### config.mk
export PLATFORM = sky130hd
export DESIGN_NAME = ist_timing
export DESIGN_NICKNAME = d
export VERILOG_FILES = /design/src/logic/ist_pkg.sv /design/src/logic/ist_timing.sv /design/src/logic/ist_cycle_cost.sv
export VERILOG_INCLUDE_DIRS = /design/src /design/src/logic
export SDC_FILE = /design/constraint.sdc
export NUM_CORES = 1
export LEC_CHECK = 0
export ABC_AREA = 0
export BUFFER_PORTS_ARGS = -buffer_cell sky130_fd_sc_hd__clkbuf_2
export CAP_MARGIN = 30
export CORE_MARGIN = 3
export CORE_UTILIZATION = 25
export DETAILED_ROUTE_END_ITERATION = 10
export HOLD_SLACK_MARGIN = 0.05
export PLACE_DENSITY = 0.44
export SYNTH_ARGS = -nofsm -noshare
export SYNTH_HDL_FRONTEND = slang
export SYNTH_SLANG_ARGS = --single-unit
### constraint.sdc
create_clock -name mclk_i -period 1.5 [get_ports mclk_i]
set_input_delay 0.45 -clock mclk_i [delete_from_list [all_inputs] [get_ports mclk_i]]
set_output_delay 0.45 -clock mclk_i [all_outputs]
set_load 0.01 [all_outputs]
### src/logic/ist_defines.svh
`ifndef IST_DEFINES_SVH
`define IST_DEFINES_SVH

// state costs per cycle, by access location; six bits since 6+2m reaches 36
`define IST_COST_ONCHIP 6'h02
`define IST_COST_REG_BYTE 6'h03
`define IST_COST_REG_WORD 6'h06
`define IST_COST_EXT_BYTE_BASE 6'h03
`define IST_COST_EXT_WORD_BASE 6'h06
`define IST_COST_INTERNAL 6'h02
// synchronized peripheral byte access bounds
`define IST_SYNC_MIN 5'h09
`define IST_SYNC_MAX 5'h10
// opcode bytes of the branch family that carry aliases
`define IST_OP_BR_ALWAYS 8'h40
`define IST_OP_BR_NEVER 8'h41
`define IST_OP_BR_CC 8'h44
`define IST_OP_BR_CS 8'h45
// opcode bytes shared by stack push/pop and move
`define IST_OP_MOV_POSTINC 8'h6d
// opcode byte of the peripheral-sync move pair
`define IST_OP_MOV_PSYNC 8'h6a
// opcode field positions in the first instruction word
`define IST_OP_HI 15
`define IST_OP_LO 8
`define IST_SUBSEL_BIT 7

`endif

### src/logic/ist_pkg.sv
package ist_pkg;

    // access location of a bus cycle
    typedef enum logic [1:0] {
        IST_LOC_ONCHIP = 2'h0,
        IST_LOC_REGFLD = 2'h1,
        IST_LOC_EXT = 2'h2
    } ist_loc_t;

    // decoded instruction class
    typedef enum logic [3:0] {
        IST_CLS_OTHER = 4'h0,
        IST_CLS_BRANCH_ALWAYS = 4'h1,
        IST_CLS_BRANCH_NEVER = 4'h2,
        IST_CLS_BRANCH_CARRY_CLEAR = 4'h3,
        IST_CLS_BRANCH_CARRY_SET = 4'h4,
        IST_CLS_PLAIN_MOVE = 4'h5,
        IST_CLS_MOVE_FROM_PSYNC = 4'h6,
        IST_CLS_MOVE_TO_PSYNC = 4'h7
    } ist_cls_t;

    // per-instruction cycle counts, one field per cycle type
    typedef struct packed {
        logic [3:0] fetch;
        logic [3:0] br_addr;
        logic [3:0] stack;
        logic [3:0] byte_acc;
        logic [3:0] word_acc;
        logic [3:0] internal;
    } ist_counts_t;

    // access locations of the data-carrying cycle types
    typedef struct packed {
        ist_loc_t fetch;
        ist_loc_t br_addr;
        ist_loc_t stack;
        ist_loc_t byte_acc;
        ist_loc_t word_acc;
    } ist_locs_t;

endpackage : ist_pkg

### src/logic/ist_timing.sv
// What this block does
// - total states is sum of count times cost
// - on-chip and internal cycles cost two states
// - register field: byte three, word/branch six
// - external: byte 3+m, others 6+2m
// - peripheral-sync external byte access takes 9 to 16
// - push and pop decode as plain move
// - branch aliases share code with base branches
// - first byte selects, bit 7 separates the synced move pair
`timescale 1ns/1ps
`default_nettype none
`include "ist_defines.svh"

module ist_timing #(
    parameter int WAIT_W = 4
) (
    // clock and reset
    input wire logic mclk_i,
    input wire logic arst_n_i,
    // instruction request, same-domain from the core
    input wire logic req_i,
    input wire logic [15:0] instr_i,
    input wire ist_pkg::ist_counts_t counts_i,
    input wire ist_pkg::ist_locs_t locs_i,
    input wire logic [WAIT_W-1:0] wait_i,
    // measured external byte states for synced moves, 9..16
    input wire logic [4:0] sync_states_i,
    // results
    output logic valid_o,
    output ist_pkg::ist_cls_t cls_o,
    output logic [9:0] states_o
);

    // per-type costs from the shared cost unit; 6 bits since 6+2m reaches 36
    logic [5:0] cost_fetch;
    logic [5:0] cost_br;
    logic [5:0] cost_stack;
    logic [5:0] cost_byte;
    logic [5:0] cost_word;
    logic [5:0] cost_byte_eff; // byte cost after the synced-move override
    logic [4:0] sync_clamped; // synced byte states forced into 9..16
    logic sync_move; // current opcode is one of the synced moves
    logic [3:0] wait_cap; // wait count as the cost unit sees it
    logic [7:0] opcode; // first instruction byte
    logic subsel; // first bit of the second byte
    ist_pkg::ist_cls_t cls_dec; // class of the presented instruction
    // weighted terms, one per cycle type; kept apart so a wrong total
    // can be traced to the cycle type that caused it
    logic [9:0] term_fetch;
    logic [9:0] term_br;
    logic [9:0] term_stack;
    logic [9:0] term_byte;
    logic [9:0] term_word;
    logic [9:0] term_internal;
    logic [11:0] total_wide; // unsaturated sum of the six terms
    logic [9:0] total; // sum as it is reported

    // registered outputs
    logic valid_reg;
    logic valid_next;
    ist_pkg::ist_cls_t cls_reg;
    ist_pkg::ist_cls_t cls_next;
    logic [9:0] states_reg;
    logic [9:0] states_next;

    // the cost unit takes a 4-bit wait count; wider counts saturate rather
    // than wrap, so a slow external device never looks faster than 15 waits
    generate
        if (WAIT_W > 4) begin : g_wait_sat
            // any wait above 15 is reported as 15; totals are then a lower bound
            always_comb begin
                wait_cap = wait_i[3:0];
                if (|wait_i[WAIT_W-1:4]) begin
                    wait_cap = 4'hf;
                end
            end
        end else if (WAIT_W == 4) begin : g_wait_full
            // native width, passed straight through
            assign wait_cap = wait_i;
        end else begin : g_wait_ext
            // narrow counts are zero-extended on purpose
            assign wait_cap = {{(4 - WAIT_W){1'b0}}, wait_i};
        end
    endgenerate

    // branch address reads are word-sized
    ist_cycle_cost u_cost_fetch (
        .loc_i(locs_i.fetch),
        .is_byte_i(1'b0),
        .wait_i(wait_cap),
        .cost_o(cost_fetch)
    );
    ist_cycle_cost u_cost_br (
        .loc_i(locs_i.br_addr),
        .is_byte_i(1'b0),
        .wait_i(wait_cap),
        .cost_o(cost_br)
    );
    ist_cycle_cost u_cost_stack (
        .loc_i(locs_i.stack),
        .is_byte_i(1'b0),
        .wait_i(wait_cap),
        .cost_o(cost_stack)
    );
    ist_cycle_cost u_cost_byte (
        .loc_i(locs_i.byte_acc),
        .is_byte_i(1'b1),
        .wait_i(wait_cap),
        .cost_o(cost_byte)
    );
    ist_cycle_cost u_cost_word (
        .loc_i(locs_i.word_acc),
        .is_byte_i(1'b0),
        .wait_i(wait_cap),
        .cost_o(cost_word)
    );

    // opcode split: first byte plus the sub-select bit
    assign opcode = instr_i[`IST_OP_HI:`IST_OP_LO];
    assign subsel = instr_i[`IST_SUBSEL_BIT];

    // decode; aliases have no codes of their own so they land here too
    always_comb begin
        unique case (opcode)
            `IST_OP_BR_ALWAYS: begin
                // also the branch_true_alias spelling
                cls_dec = ist_pkg::IST_CLS_BRANCH_ALWAYS;
            end
            `IST_OP_BR_NEVER: begin
                // also the branch_false_alias spelling
                cls_dec = ist_pkg::IST_CLS_BRANCH_NEVER;
            end
            `IST_OP_BR_CC: begin
                // also the branch_higher_same_alias spelling
                cls_dec = ist_pkg::IST_CLS_BRANCH_CARRY_CLEAR;
            end
            `IST_OP_BR_CS: begin
                // also the branch_lower_alias spelling
                cls_dec = ist_pkg::IST_CLS_BRANCH_CARRY_SET;
            end
            `IST_OP_MOV_POSTINC: begin
                // push/pop share bits 15..8 with move; no separate class
                cls_dec = ist_pkg::IST_CLS_PLAIN_MOVE;
            end
            `IST_OP_MOV_PSYNC: begin
                // bit 7 separates the two synced moves
                cls_dec = subsel ? ist_pkg::IST_CLS_MOVE_TO_PSYNC
                                 : ist_pkg::IST_CLS_MOVE_FROM_PSYNC;
            end
            default: begin
                // everything outside this block's opcode set
                cls_dec = ist_pkg::IST_CLS_OTHER;
            end
        endcase
    end

    // synced moves replace the external byte cost with the clock-locked one
    always_comb begin
        // a reading outside 9..16 is a measurement glitch; clamping keeps
        // the total inside the bound the core relies on
        sync_clamped = sync_states_i;
        if (sync_states_i < `IST_SYNC_MIN) begin
            sync_clamped = `IST_SYNC_MIN;
        end else if (sync_states_i > `IST_SYNC_MAX) begin
            sync_clamped = `IST_SYNC_MAX;
        end
        // either move of the synced pair, whatever its direction
        sync_move = (cls_dec == ist_pkg::IST_CLS_MOVE_FROM_PSYNC) ||
                    (cls_dec == ist_pkg::IST_CLS_MOVE_TO_PSYNC);
        cost_byte_eff = cost_byte;
        // only an external byte access is locked to the sync clock; on-chip
        // and register-field bytes of these moves keep their normal cost
        if (sync_move && locs_i.byte_acc == ist_pkg::IST_LOC_EXT) begin
            cost_byte_eff = {1'b0, sync_clamped};
        end
    end

    // weighted sum over the six cycle types; one term reaches 15 x 36 at most
    always_comb begin
        term_fetch = 10'(counts_i.fetch * cost_fetch);
        term_br = 10'(counts_i.br_addr * cost_br);
        term_stack = 10'(counts_i.stack * cost_stack);
        term_byte = 10'(counts_i.byte_acc * cost_byte_eff);
        term_word = 10'(counts_i.word_acc * cost_word);
        term_internal = 10'(counts_i.internal * `IST_COST_INTERNAL);
        // the sum needs 12 bits in the worst case
        total_wide = 12'(term_fetch) + 12'(term_br) + 12'(term_stack)
                   + 12'(term_byte) + 12'(term_word) + 12'(term_internal);
        // limitation: totals beyond 1023 states saturate instead of wrapping;
        // no real instruction comes near, but a wrapped value would look short
        total = 10'h3ff;
        if (total_wide[11:10] == 2'b00) begin
            total = total_wide[9:0];
        end
    end

    // next-state for outputs; class and states hold until the next request, valid follows req_i
    always_comb begin
        valid_next = req_i;
        cls_next = cls_reg;
        states_next = states_reg;
        if (req_i) begin
            cls_next = cls_dec;
            states_next = total;
        end
    end

    // output registers; every output leaves a flip-flop so the core sees
    // a clean launch point instead of the long multiply-add path
    always_ff @(posedge mclk_i or negedge arst_n_i) begin
        if (!arst_n_i) begin
            valid_reg <= 1'b0;
            cls_reg <= ist_pkg::IST_CLS_OTHER;
            states_reg <= 10'h000;
        end else begin
            valid_reg <= valid_next;
            cls_reg <= cls_next;
            states_reg <= states_next;
        end
    end

    assign valid_o = valid_reg;
    assign cls_o = cls_reg;
    assign states_o = states_reg;

endmodule : ist_timing
`default_nettype wire

### src/logic/ist_cycle_cost.sv
`timescale 1ns/1ps
`default_nettype none
`include "ist_defines.svh"

// state cost of one cycle of a given kind at a given location
module ist_cycle_cost (
    // cycle description
    input wire ist_pkg::ist_loc_t loc_i,
    input wire logic is_byte_i,
    input wire logic [3:0] wait_i,
    // result; a 4-bit wait count gives at most 36 states, hence six bits
    output logic [5:0] cost_o
);

    // word-sized cycles in the register field cost 6, bytes 3
    always_comb begin
        unique case (loc_i)
            ist_pkg::IST_LOC_ONCHIP: begin
                cost_o = `IST_COST_ONCHIP;
            end
            ist_pkg::IST_LOC_REGFLD: begin
                cost_o = is_byte_i ? `IST_COST_REG_BYTE : `IST_COST_REG_WORD;
            end
            ist_pkg::IST_LOC_EXT: begin
                // 3+m for bytes, 6+2m for word-sized cycles
                cost_o = is_byte_i ? (`IST_COST_EXT_BYTE_BASE + {2'b00, wait_i})
                                   : (`IST_COST_EXT_WORD_BASE + {1'b0, wait_i, 1'b0});
            end
            default: begin
                // unused location code treated as on-chip
                cost_o = `IST_COST_ONCHIP;
            end
        endcase
    end

endmodule : ist_cycle_cost
`default_nettype wire

==> out/qor.csv, run 1 <==
stage,metric,value,unit
status,result of the run,finished with violations,
status,violations in the final reports,negative setup slack,
critical_path,endpoint of the worst register-to-register path,states_o[4],
grt,global routing usage on met3,1.05,%
placed_design,number of buffer cells added on primary ports,68,
logic_synthesis,"basic-gate share of the synthesized area counting and, or, nand and nor cells",19.2,%
power,ratio of total power to cell area,1520,mW/mm2
finish,P&R area growth vs syn,33.9,%
sta,final worst hold slack,0.109,ns
critical_path,startpoint class of the critical path,primary input,
route,vias per cell,4.27,
power,leakage power,0.00319,uW
grt,vias in the first global route,4211,
placed_design,hpwl dp,11200,um
finish,Filler cells,1856,
logic_synthesis,Post-Syn Area,0.00454,mm2
critical_path,Critical Path RT,1.60,ns
logic_synthesis,count of mapped cells out of synthesis,498,
logic_synthesis,library cell with the largest summed area after synthesis,sky130_fd_sc_hd__fa_1,
sta,pin slew with the least headroom to its limit,0.530,ns
placed_design,placer's final routability congestion estimate,0.813,
logic_synthesis,unique cell type count in the Yosys netlist,40,
placed_design,Placed Instances,861,
cts,clock insertion delay at the later pin of the skew report,0.24,ns
logic_synthesis,syn_area_per_cell,9.12,um2
cts,clock transition time at the flip-flop clock pins of the worst setup and hold paths,0.05,ns
logic_synthesis,dominant combinational cell family by area after synthesis,adder cells,
sta,Peak Freq,149,MHz
logic_synthesis,proportion of synthesized area in mux cells,0.662,%
finish,fin area,0.00608,mm2
grt,wire length of the first global-routing pass,20900,um
logic_synthesis,"flops & latches, synth",14,
sta,worst rel slew slack,64.7,%
cts,number of buffers on the longest clock path,2,
power,highest ir drop seen on vdd,0.00142,V
logic_synthesis,most used standard cells in the synthesized netlist,"116 x sky130_fd_sc_hd__inv_1, 84 x sky130_fd_sc_hd__fa_1, 59 x sky130_fd_sc_hd__ha_1",
cts,TritonCTS clock tree,built,
finish,number of antenna cells inserted,0,
critical_path,worst-case register-to-register setup slack,0.73,ns
route,Starting DRT DRC Count,133,
logic_synthesis,share of the yosys chip area belonging to registers,7.72,%
route,vias after detailed routing,3724,
cts,H-tree depth,1,
critical_path,element type at the critical path end,flip-flop,
grt,GR met1 Demand/Resource,17.5,%
route,routed len/inst,14.1,um
floorplan,Chip Width,141,um
logic_synthesis,synth warn,0,
floorplan,Die Ht,141,um
logic_synthesis,post-synthesis net count,703,
route,Residual DRC,0,
finish,Final Net Count,853,
floorplan,Initial Util,25.9,%
critical_path,signal arrival time at the worst endpoint,6.81,ns
route,final wirelength,12300,um
critical_path,reg-to-reg critical path startpoint,states_o[4],
floorplan,top-level port count,77,
sta,setup ws final,-5.21,ns
critical_path,Setup CP Type,in -> reg,
grt,"Remaining Overflow, GRT",0,
grt,GR peak layer,met2,
cts,clock sink count,14,
sta,total count of max-transition violations in the final report,0,
logic_synthesis,Synth Area in XOR/XNOR,1.54,%
logic_synthesis,most frequent cell after synthesis,sky130_fd_sc_hd__inv_1,
cts,clock buffer count from CTS,3,
placed_design,placed cell areas,0.00581,mm2
grt,maximum number of pins on one net before global-route repair,28,
sta,Fin. Hold Viols,0,
logic_synthesis,fraction of registers with async set or reset after synthesis,100,%
logic_synthesis,fraction of the mapped netlist area in compound gates,7.08,%
logic_synthesis,top-area cell type share of the netlist area,37.0,%
sta,clock skew,0,ns
finish,number of cells in the finished layout apart from fillers,872,
floorplan,area of the placeable core,0.0175,mm2
route,first-pass detailed-route iteration total,4,
placed_design,Setup Slack @ Placement,-5.67,ns
route,Antenna Violating Nets Remaining,0,
cts,post-cts hold buffer count,0,
grt,met2 track utilization from global routing,23.2,%
sta,final number of setup-violating endpoints,11,
sta,post-layout min period,6.71,ns
sta,RSZ-0062 raised after global routing,true,
job,max-cap violation count,0,
cts,root buffer cell,sky130_fd_sc_hd__clkbuf_16,
logic_synthesis,Synth area leaders,"sky130_fd_sc_hd__fa_1 37%, sky130_fd_sc_hd__ha_1 16%, sky130_fd_sc_hd__inv_1 9.6%, sky130_fd_sc_hd__dfrtp_1 7.7%, sky130_fd_sc_hd__and2_1 4.5%",
floorplan,Die Footprint,0.0198,mm2
logic_synthesis,adder and majority gate portion of the synthesized area,53.3,%
sta,post-route clock period utilization,448,%
floorplan,Rows,48,
critical_path,count of cells along the worst register-to-register path,2,
hold_path,worst min-delay path category,in -> async,
logic_synthesis,dominant register cell in the synthesized netlist,sky130_fd_sc_hd__dfrtp_1,
power,Power Total,9250,uW
logic_synthesis,"EDFF count, synth",0,
finish,share of post-route cells with drive strength above 1,30.4,%
critical_path,highest fanout seen on the critical path,6,
grt,total routing usage reported by global routing,12.9,%
grt,number of antenna violations at the first check in global routing,0,
routing by layer:
layer	routed length, um	up-vias
li1	-	1847
met1	5730	1838
met2	6270	35
met3	192	4
met4	89	0
met5	0	-
how the worst max path moves through the flow:
stage                        to  cells past startpoint         from  slack (ns)
floorplan           states_o[0]                     23  instr_i[15]       -5.34
global placement    states_o[9]                     26  instr_i[15]       -5.59
detailed placement  states_o[6]                     26  instr_i[15]       -5.67
CTS                 states_o[0]                     26  instr_i[12]       -5.26
global route        states_o[0]                     24  instr_i[12]       -5.51
finish              states_o[8]                     27   instr_i[8]       -5.21
critical path, stage by stage:
cell,delay [ns]
sky130_fd_sc_hd__clkbuf_2,0.09
sky130_fd_sc_hd__nand2b_4,0.15
sky130_fd_sc_hd__buf_4,0.14
sky130_fd_sc_hd__nor4_4,0.27
sky130_fd_sc_hd__buf_6,0.16
sky130_fd_sc_hd__nand3_1,0.14
sky130_fd_sc_hd__a21boi_4,0.22
sky130_fd_sc_hd__nand2_1,0.11
sky130_fd_sc_hd__fa_1,0.54
sky130_fd_sc_hd__inv_1,0.05
sky130_fd_sc_hd__fa_1,0.49
sky130_fd_sc_hd__inv_1,0.05
sky130_fd_sc_hd__fa_1,0.47
sky130_fd_sc_hd__inv_1,0.06
sky130_fd_sc_hd__fa_2,0.53
sky130_fd_sc_hd__fa_1,0.42
sky130_fd_sc_hd__fa_1,0.49
sky130_fd_sc_hd__inv_1,0.05
sky130_fd_sc_hd__fa_1,0.49
sky130_fd_sc_hd__inv_2,0.05
sky130_fd_sc_hd__ha_4,0.22
sky130_fd_sc_hd__o211ai_1,0.24
sky130_fd_sc_hd__o211ai_1,0.15
sky130_fd_sc_hd__and3b_2,0.24
sky130_fd_sc_hd__nor4b_4,0.27
sky130_fd_sc_hd__buf_4,0.20
sky130_fd_sc_hd__a31oi_1,0.08
cells by family (layout without fill, tap and decap cells):
logic type      after synthesis  after routing
other cells                   1              1
buf+inv                     124            273
flops                        14             14
simple gates                155            155
compound gates               50             50
xor+xnor                      8              8
mux                           3              3
fa+ha+maj                   143            143
where the power goes:
part	total [uW]	internal, uW	leakage (uW)	switching (uW)
clock network	560	404	0.0000442	155
registers	613	540	0.000164	72.6
logic	8070	4050	0.00299	4030
what timing repair did:
action / in CTS / in global routing
cloned: 1 / 0
setup endpoints to repair: 13 / 12
buffers inserted: 4 / 2
resized for setup: 17 / 10
pin swaps: 26 / 7
layout make-up:
cell class,instances,area [um2],area share [%]
Multi-Input combinational cell,360,3920,64.5
Timing Repair Buffer,153,1000,16.5
Inverter,116,435,7.16
Sequential cell,14,350,5.76
Tap cell,225,282,4.63
Clock buffer,4,88.8,1.46
layout by cell type, fill, tap and decap left out, types with 19 or more instances in the layout:
master | synthesis | layout
sky130_fd_sc_hd__and2_1 | 33 | 30
sky130_fd_sc_hd__and3_1 | 20 | 20
sky130_fd_sc_hd__buf_4 | 1 | 81
sky130_fd_sc_hd__clkbuf_2 | 0 | 68
sky130_fd_sc_hd__fa_1 | 84 | 80
sky130_fd_sc_hd__ha_1 | 59 | 53
sky130_fd_sc_hd__inv_1 | 116 | 110
sky130_fd_sc_hd__nand2_1 | 31 | 31
sky130_fd_sc_hd__nor2_1 | 22 | 22
sky130_fd_sc_hd__nor2b_1 | 19 | 19
flip-flops by register name, summed over array words and instances (netlist names):
name,count
cls_o,3
valid_o,1
states_o,10
stage by stage:
step	TNS, ns	utilization [%]
after CTS	-52.50	34.3
after global routing	-55.05	34.7
after detailed placement	-57.61	33.2
after global placement	-56.81	33.2
final	-52.01	34.7
after floorplan	-53.76	-
Power figures use the tool's default switching activity.
==> run 2: changes to the inputs <==
--- a/config.mk
+++ b/config.mk
@@ -14,6 +14,7 @@
 export DETAILED_ROUTE_END_ITERATION = 10
 export HOLD_SLACK_MARGIN = 0.05
 export PLACE_DENSITY = 0.44
+export SLEW_MARGIN = 5
 export SYNTH_ARGS = -nofsm -noshare
 export SYNTH_HDL_FRONTEND = slang
 export SYNTH_SLANG_ARGS = --single-unit
==> constraint.sdc (replaced) <==
create_clock -name mclk_i -period 8.4 [get_ports mclk_i]
set_input_delay 2.52 -clock mclk_i [delete_from_list [all_inputs] [get_ports mclk_i]]
set_output_delay 2.52 -clock mclk_i [all_outputs]
set_load 0.01 [all_outputs]
==> run 2 against run 1 <==
The flow still finishes with violations (negative setup slack). Register-to-register slack improved by 7.0 ns. Hold slack gained 0.42 ns. Core utilization shrank 0.80 points. Via count is 1.3% lower. Count of clock-buffer cells in the layout is the same. First-iteration DRC count up 6.8%. Power is 83% lower. Combinational power decreased by 83%. Clock power fell by 82%. Cell count decreased by 2.1%. Critical endpoint is now states_o[9]. Largest cell class unchanged. Highest routed layer unchanged.
==> out/qor.csv, run 2 (synthesis results as in run 1) <==
stage,metric,value,unit,change
status,result of the run,finished with violations,,unchanged
status,violations in the final reports,negative setup slack,,unchanged
job,max-cap violation count,0,,unchanged
critical_path,element type at the critical path end,flip-flop,,unchanged
grt,wire length of the first global-routing pass,20700,um,"was 20,900 um"
cts,clock insertion delay at the later pin of the skew report,0.24,ns,about the same
grt,number of antenna violations at the first check in global routing,0,,unchanged
hold_path,worst min-delay path category,reg -> reg,,was in -> async
sta,Peak Freq,112,MHz,
route,Antenna Violating Nets Remaining,0,,unchanged
critical_path,startpoint class of the critical path,primary input,,unchanged
floorplan,Initial Util,25.9,%,unchanged
sta,post-route clock period utilization,106,%,
cts,clock sink count,14,,unchanged
sta,post-layout min period,8.90,ns,
cts,clock buffer count from CTS,3,,unchanged
sta,clock skew,0,ns,unchanged
finish,Filler cells,1894,,"was 1,856"
route,vias per cell,4.30,,was 4.27
power,highest ir drop seen on vdd,0.000231,V,was 0.00142 V
route,first-pass detailed-route iteration total,4,,unchanged
placed_design,number of buffer cells added on primary ports,68,,unchanged
floorplan,top-level port count,77,,unchanged
floorplan,Rows,48,,unchanged
cts,H-tree depth,1,,unchanged
critical_path,signal arrival time at the worst endpoint,9.00,ns,was 6.81 ns
route,final wirelength,11800,um,"was 12,300 um"
sta,final worst hold slack,0.525,ns,was 0.109 ns
sta,Fin. Hold Viols,0,,unchanged
finish,number of antenna cells inserted,0,,unchanged
floorplan,area of the placeable core,0.0175,mm2,unchanged
placed_design,hpwl dp,10700,um,"was 11,200 um"
finish,P&R area growth vs syn,30.8,%,was 33.9%
grt,maximum number of pins on one net before global-route repair,28,,unchanged
floorplan,Chip Width,141,um,unchanged
critical_path,Critical Path RT,8.50,ns,was 1.60 ns
power,ratio of total power to cell area,264,mW/mm2,was 1520 mW/mm2
grt,vias in the first global route,4111,,"was 4,211"
placed_design,Placed Instances,838,,was 861
finish,Final Net Count,835,,was 853
sta,final number of setup-violating endpoints,10,,was 11
sta,setup ws final,-0.499,ns,was -5.21 ns
finish,"commonest non-fill, non-tap cells in the layout","109 x sky130_fd_sc_hd__inv_1, 78 x sky130_fd_sc_hd__fa_1, 68 x sky130_fd_sc_hd__clkbuf_2",,"was 110 x sky130_fd_sc_hd__inv_1, 81 x sky130_fd_sc_hd__buf_4, 80 x sky130_fd_sc_hd__fa_1"
placed_design,placer's final routability congestion estimate,0.796,,was 0.813
finish,"most common cell after layout, fill and taps aside",sky130_fd_sc_hd__inv_1,,unchanged
cts,TritonCTS clock tree,built,,unchanged
grt,total routing usage reported by global routing,12.8,%,was 12.9%
floorplan,Die Ht,141,um,unchanged
route,Residual DRC,0,,unchanged
floorplan,Die Footprint,0.0198,mm2,unchanged
sta,RSZ-0062 raised after global routing,true,,unchanged
route,Starting DRT DRC Count,142,,was 133
route,vias after detailed routing,3675,,"was 3,724"
sta,total count of max-transition violations in the final report,0,,unchanged
route,routed len/inst,13.9,um,was 14.1 um
finish,share of post-route cells with drive strength above 1,28.5,%,was 30.4%
finish,number of cells in the finished layout apart from fillers,854,,was 872
cts,clock transition time at the flip-flop clock pins of the worst setup and hold paths,0.05,ns,about the same
cts,number of buffers on the longest clock path,2,,unchanged
critical_path,highest fanout seen on the critical path,5,,was 6
critical_path,Setup CP Type,in -> reg,,unchanged
cts,post-cts hold buffer count,0,,unchanged
power,leakage power,0.00310,uW,was 0.00319 uW
grt,"Remaining Overflow, GRT",0,,unchanged
finish,flip-flop count of the largest register after layout,10,,unchanged
cts,root buffer cell,sky130_fd_sc_hd__clkbuf_16,,unchanged
==> run 2: cell count changes in the layout (fill, tap and decap cells not counted), sizes merged <==
cell  previous run  this run
buf             85        67
==> run 2: power breakdown <==
part	switching, uW	internal, uW
combinational	683	677
clock	26.8	72.0
sequential	11.6	96.4
total	722	846
==> run 2: metal layers <==
layer	wire, um	GRT usage [%]	vias up
li1	-	-	1814
met5	0	0	-
met3	407	1.42	5
met1	5460	17.7	1809
met2	5950	22.8	47
met4	23	0.408	0
==> run 2: final cells by class <==
type / count / area (um2) / share of cell area [%]
timing repair buffer: 135 / 876 / 14.7
tap: 225 / 282 / 4.74
multi-input combinational: 360 / 3910 / 65.8
sequential: 14 / 350 / 5.90
inverter: 116 / 435 / 7.33
clock buffer: 4 / 88.8 / 1.50
==> run 2: worst paths after layout <==
check | start | to | slack [ns] | cells after the start
max | instr_i[12] | states_o[9] | -0.50 | 25
min | cls_o[1] | cls_o[1] | 0.53 | 2
max reg2reg | states_o[2] | states_o[2] | 7.73 | 2
min reg2reg | cls_o[1] | cls_o[1] | 0.53 | 2
max in group asynchronous | arst_n_i | states_o[5] | 5.96 | 1
min in group asynchronous | arst_n_i | states_o[8] | 2.18 | 1
==> run 2: per-stage QoR <==
step	instance area [um2]	util (%)	power, uW	setup TNS [ns]	setup WS (ns)
after CTS	5900	33.6	1600	-4.57	-0.476
after floorplan	4640	-	1060	-5.10	-0.511
after global placement	5640	32.2	1440	-9.05	-0.911
final	5940	33.9	1570	-4.78	-0.499
after global routing	5940	33.9	1780	-7.73	-0.804
after detailed placement	5640	32.2	1450	-8.89	-0.896
==> run 2: repair_timing <==
action | 4_1_cts | 5_1_grt
pin swaps | 15 | 5
cloned | 1 | 0
resized for setup | 16 | 11
buffers inserted | 10 | 1
endpoints found under the setup margin | 10 | 10
==> run 2: critical path, stage by stage <==
cell and delay, ns:
sky130_fd_sc_hd__clkbuf_2 0.08, sky130_fd_sc_hd__or3b_4 0.41, sky130_fd_sc_hd__nor4_4 0.18, sky130_fd_sc_hd__buf_6 0.19
sky130_fd_sc_hd__mux2i_2 0.22, sky130_fd_sc_hd__nor2b_2 0.08, sky130_fd_sc_hd__and2_1 0.17, sky130_fd_sc_hd__fa_1 0.49
sky130_fd_sc_hd__inv_2 0.04, sky130_fd_sc_hd__fa_1 0.46, sky130_fd_sc_hd__fa_2 0.54, sky130_fd_sc_hd__inv_2 0.04
sky130_fd_sc_hd__fa_1 0.54, sky130_fd_sc_hd__fa_1 0.43, sky130_fd_sc_hd__fa_1 0.50, sky130_fd_sc_hd__inv_1 0.05
sky130_fd_sc_hd__fa_1 0.49, sky130_fd_sc_hd__inv_2 0.06, sky130_fd_sc_hd__ha_4 0.22, sky130_fd_sc_hd__a211oi_4 0.24
sky130_fd_sc_hd__o211ai_1 0.17, sky130_fd_sc_hd__and3b_2 0.24, sky130_fd_sc_hd__nor4b_4 0.34, sky130_fd_sc_hd__buf_4 0.20
sky130_fd_sc_hd__a31oi_1 0.08
==> run 3: changes to the inputs <==
--- a/config.mk
+++ b/config.mk
@@ -9,11 +9,14 @@
 export ABC_AREA = 0
 export BUFFER_PORTS_ARGS = -buffer_cell sky130_fd_sc_hd__clkbuf_2
 export CAP_MARGIN = 30
+export CELL_PAD_IN_SITES_DETAIL_PLACEMENT = 0
+export CELL_PAD_IN_SITES_GLOBAL_PLACEMENT = 2
 export CORE_MARGIN = 3
 export CORE_UTILIZATION = 25
 export DETAILED_ROUTE_END_ITERATION = 10
 export HOLD_SLACK_MARGIN = 0.05
-export PLACE_DENSITY = 0.44
+export PLACE_DENSITY = 0.63
+export SETUP_SLACK_MARGIN = 0.02
 export SLEW_MARGIN = 5
 export SYNTH_ARGS = -nofsm -noshare
 export SYNTH_HDL_FRONTEND = slang
==> run 3 against run 2 <==
The flow still finishes with violations (negative setup slack). Cell count decreased by 1.1%. Critical path depth unchanged. Sequential share of layout area increased by 0.15 points. Critical path type unchanged. Largest cell class unchanged.
==> out/qor.csv, run 3 (synthesis results as in run 1) <==
stage,metric,value,unit,change
cts,H-tree depth,1,,unchanged
critical_path,highest fanout seen on the critical path,10,,was 5
grt,vias in the first global route,4074,,"was 4,111"
cts,root buffer cell,sky130_fd_sc_hd__clkbuf_16,,unchanged
power,Sw Share,46.4,%,was 46.1%
critical_path,stage delay of the slowest cell on the critical path,0.53,ns,was 0.54 ns
power,Sequential Power Share,6.9,%,about the same
cts,post-cts hold buffer count,0,,unchanged
cts,TritonCTS clock tree,built,,unchanged
sta,Fin. Hold Viols,0,,unchanged
placed_design,Placed Instances,842,,was 838
placed_design,hpwl dp,10700,um,about the same
placed_design,number of buffer cells added on primary ports,68,,unchanged
floorplan,area of the placeable core,0.0175,mm2,unchanged
route,final wirelength,11500,um,"was 11,800 um"
critical_path,slowest CP cell,sky130_fd_sc_hd__fa_2,,unchanged
sta,total count of max-transition violations in the final report,0,,unchanged
critical_path,count of cells along the worst register-to-register path,2,,unchanged
power,highest ir drop seen on vdd,0.000264,V,was 0.000231 V
critical_path,launch point of the worst path,instr_i[15],,was instr_i[12]
finish,number of antenna cells inserted,0,,unchanged
critical_path,signal arrival time at the worst endpoint,8.99,ns,was 9.00 ns
sta,post-layout min period,8.90,ns,about the same
finish,P&R area growth vs syn,27.6,%,was 30.8%
floorplan,Die Footprint,0.0198,mm2,unchanged
floorplan,Chip Width,141,um,unchanged
hold_path,worst min-delay path category,reg -> reg,,unchanged
grt,total routing usage reported by global routing,12.4,%,was 12.8%
finish,Final Net Count,827,,was 835
critical_path,Critical Path RT,8.49,ns,was 8.50 ns
status,result of the run,finished with violations,,unchanged
floorplan,Die Ht,141,um,unchanged
floorplan,Rows,48,,unchanged
route,vias per cell,4.26,,was 4.30
floorplan,Initial Util,25.9,%,unchanged
route,Residual DRC,0,,unchanged
cts,clock sink count,14,,unchanged
route,first-pass detailed-route iteration total,4,,unchanged
placed_design,placer's final routability congestion estimate,0.810,,was 0.796
critical_path,Setup CP Type,in -> reg,,unchanged
grt,number of antenna violations at the first check in global routing,0,,unchanged
sta,clock skew,0,ns,unchanged
grt,maximum number of pins on one net before global-route repair,28,,unchanged
critical_path,worst setup path endpoint,states_o[7],,was states_o[9]
sta,Peak Freq,112,MHz,about the same
critical_path,reg-to-reg critical path startpoint,cls_o[0],,was states_o[2]
power,share of total power in combinational logic,87.5,%,was 86.8%
finish,"most common cell after layout, fill and taps aside",sky130_fd_sc_hd__inv_1,,unchanged
hold_path,origin of the worst min-delay path,states_o[5],,was cls_o[1]
cts,clock transition time at the flip-flop clock pins of the worst setup and hold paths,0.04,ns,was 0.05 ns
sta,final number of setup-violating endpoints,10,,unchanged
sta,setup ws final,-0.500,ns,was -0.499 ns
grt,wire length of the first global-routing pass,20300,um,"was 20,700 um"
finish,number of cells in the finished layout apart from fillers,845,,was 854
power,relative contribution of the clock network to total power,5.6,%,was 6.3%
route,Antenna Violating Nets Remaining,0,,unchanged
critical_path,Crit. path cell count,25,,unchanged
sta,RSZ-0062 raised after global routing,true,,unchanged
power,Net Sw Power,725,uW,was 722 uW
cts,buffers inserted during post-CTS setup optimization,0,,was 10
cts,number of buffers on the longest clock path,2,,unchanged
critical_path,"delay-heaviest family, CP",adder cells,,unchanged
grt,"Remaining Overflow, GRT",0,,unchanged
sta,post-route clock period utilization,106,%,about the same
floorplan,top-level port count,77,,unchanged
status,violations in the final reports,negative setup slack,,unchanged
finish,flip-flop count of the largest register after layout,10,,unchanged
critical_path,startpoint class of the critical path,primary input,,unchanged
power,ratio of total power to cell area,270,mW/mm2,was 264 mW/mm2
route,vias after detailed routing,3603,,"was 3,675"
critical_path,worst-case register-to-register setup slack,7.72,ns,was 7.73 ns
finish,share of post-route cells with drive strength above 1,25.3,%,was 28.5%
critical_path,endpoint of the worst register-to-register path,cls_o[0],,was states_o[2]
route,routed len/inst,13.6,um,was 13.9 um
cts,clock insertion delay at the later pin of the skew report,0.24,ns,about the same
cts,clock buffer count from CTS,3,,unchanged
power,Int Pwr,837,uW,was 846 uW
power,leakage power,0.00306,uW,was 0.00310 uW
critical_path,cell type with the highest occurrence count on the critical path,sky130_fd_sc_hd__fa_1,,unchanged
critical_path,worst path bufs/invs,7,,unchanged
finish,Finished Core Util,33.0,%,was 33.9%
critical_path,element type at the critical path end,flip-flop,,unchanged
job,max-cap violation count,0,,unchanged
route,Starting DRT DRC Count,104,,was 142
finish,"commonest non-fill, non-tap cells in the layout","113 x sky130_fd_sc_hd__inv_1, 81 x sky130_fd_sc_hd__fa_1, 68 x sky130_fd_sc_hd__clkbuf_2",,"was 109 x sky130_fd_sc_hd__inv_1, 78 x sky130_fd_sc_hd__fa_1, 68 x sky130_fd_sc_hd__clkbuf_2"
[run 3: area by class of cell]
cell class | count | area [um2]
well taps | 225 | 282
fillers | 1854 | 11700
clock buffers | 3 | 75.1
repair buffers | 127 | 812
multi-input cells | 360 | 3840
inverters | 116 | 435
flip-flops and latches | 14 | 350
[run 3: per-layer routing]
layer	share of wire, %	track usage [%]
met1	50	18.3
met3	2.9	1.19
met5	0	0
met4	0.12	0.459
met2	47	21.0
[run 3: worst min-delay path by stage]
stage	end	slack [ns]	cells past startpoint
finish	states_o[5]	0.54	2
CTS	states_o[0]	0.54	2
detailed placement	states_o[0]	0.53	2
global placement	cls_o[1]	0.52	2
floorplan	cls_o[1]	0.55	2
global route	states_o[7]	0.57	2
[run 3: what timing repair did]
item	CTS	global route
gates resized for setup	8	0
hold endpoints to repair	0	0
setup endpoints to repair	10	10
[run 3: power groups by stage]
stage / clock [uW] / combinational [uW] / sequential [uW]
after floorplan: 0 / 941 / 120
after global placement: 0 / 1370 / 108
after detailed placement: 0 / 1370 / 108
after CTS: 90.3 / 1410 / 108
after global routing: 94.1 / 1570 / 111
final: 87.4 / 1370 / 107
[run 3: through the flow]
stage	cell area [um2]	total power, uW	hold slack, ns	setup WS, ns	setup TNS [ns]
floorplan	4640	1060	0.554	-0.511	-5.10
global placement	5680	1470	0.516	-0.871	-8.67
detailed placement	5680	1470	0.531	-0.875	-8.69
CTS	5790	1610	0.538	-0.537	-5.32
global route	5790	1780	0.569	-0.832	-8.10
finish	5790	1560	0.535	-0.500	-4.94
[run 3: worst reg2reg max path, stage by stage, from the launching register on]
cell and delay, ns:
sky130_fd_sc_hd__dfrtp_1 0.38, sky130_fd_sc_hd__nor2_1 0.10, sky130_fd_sc_hd__a31oi_1 0.05
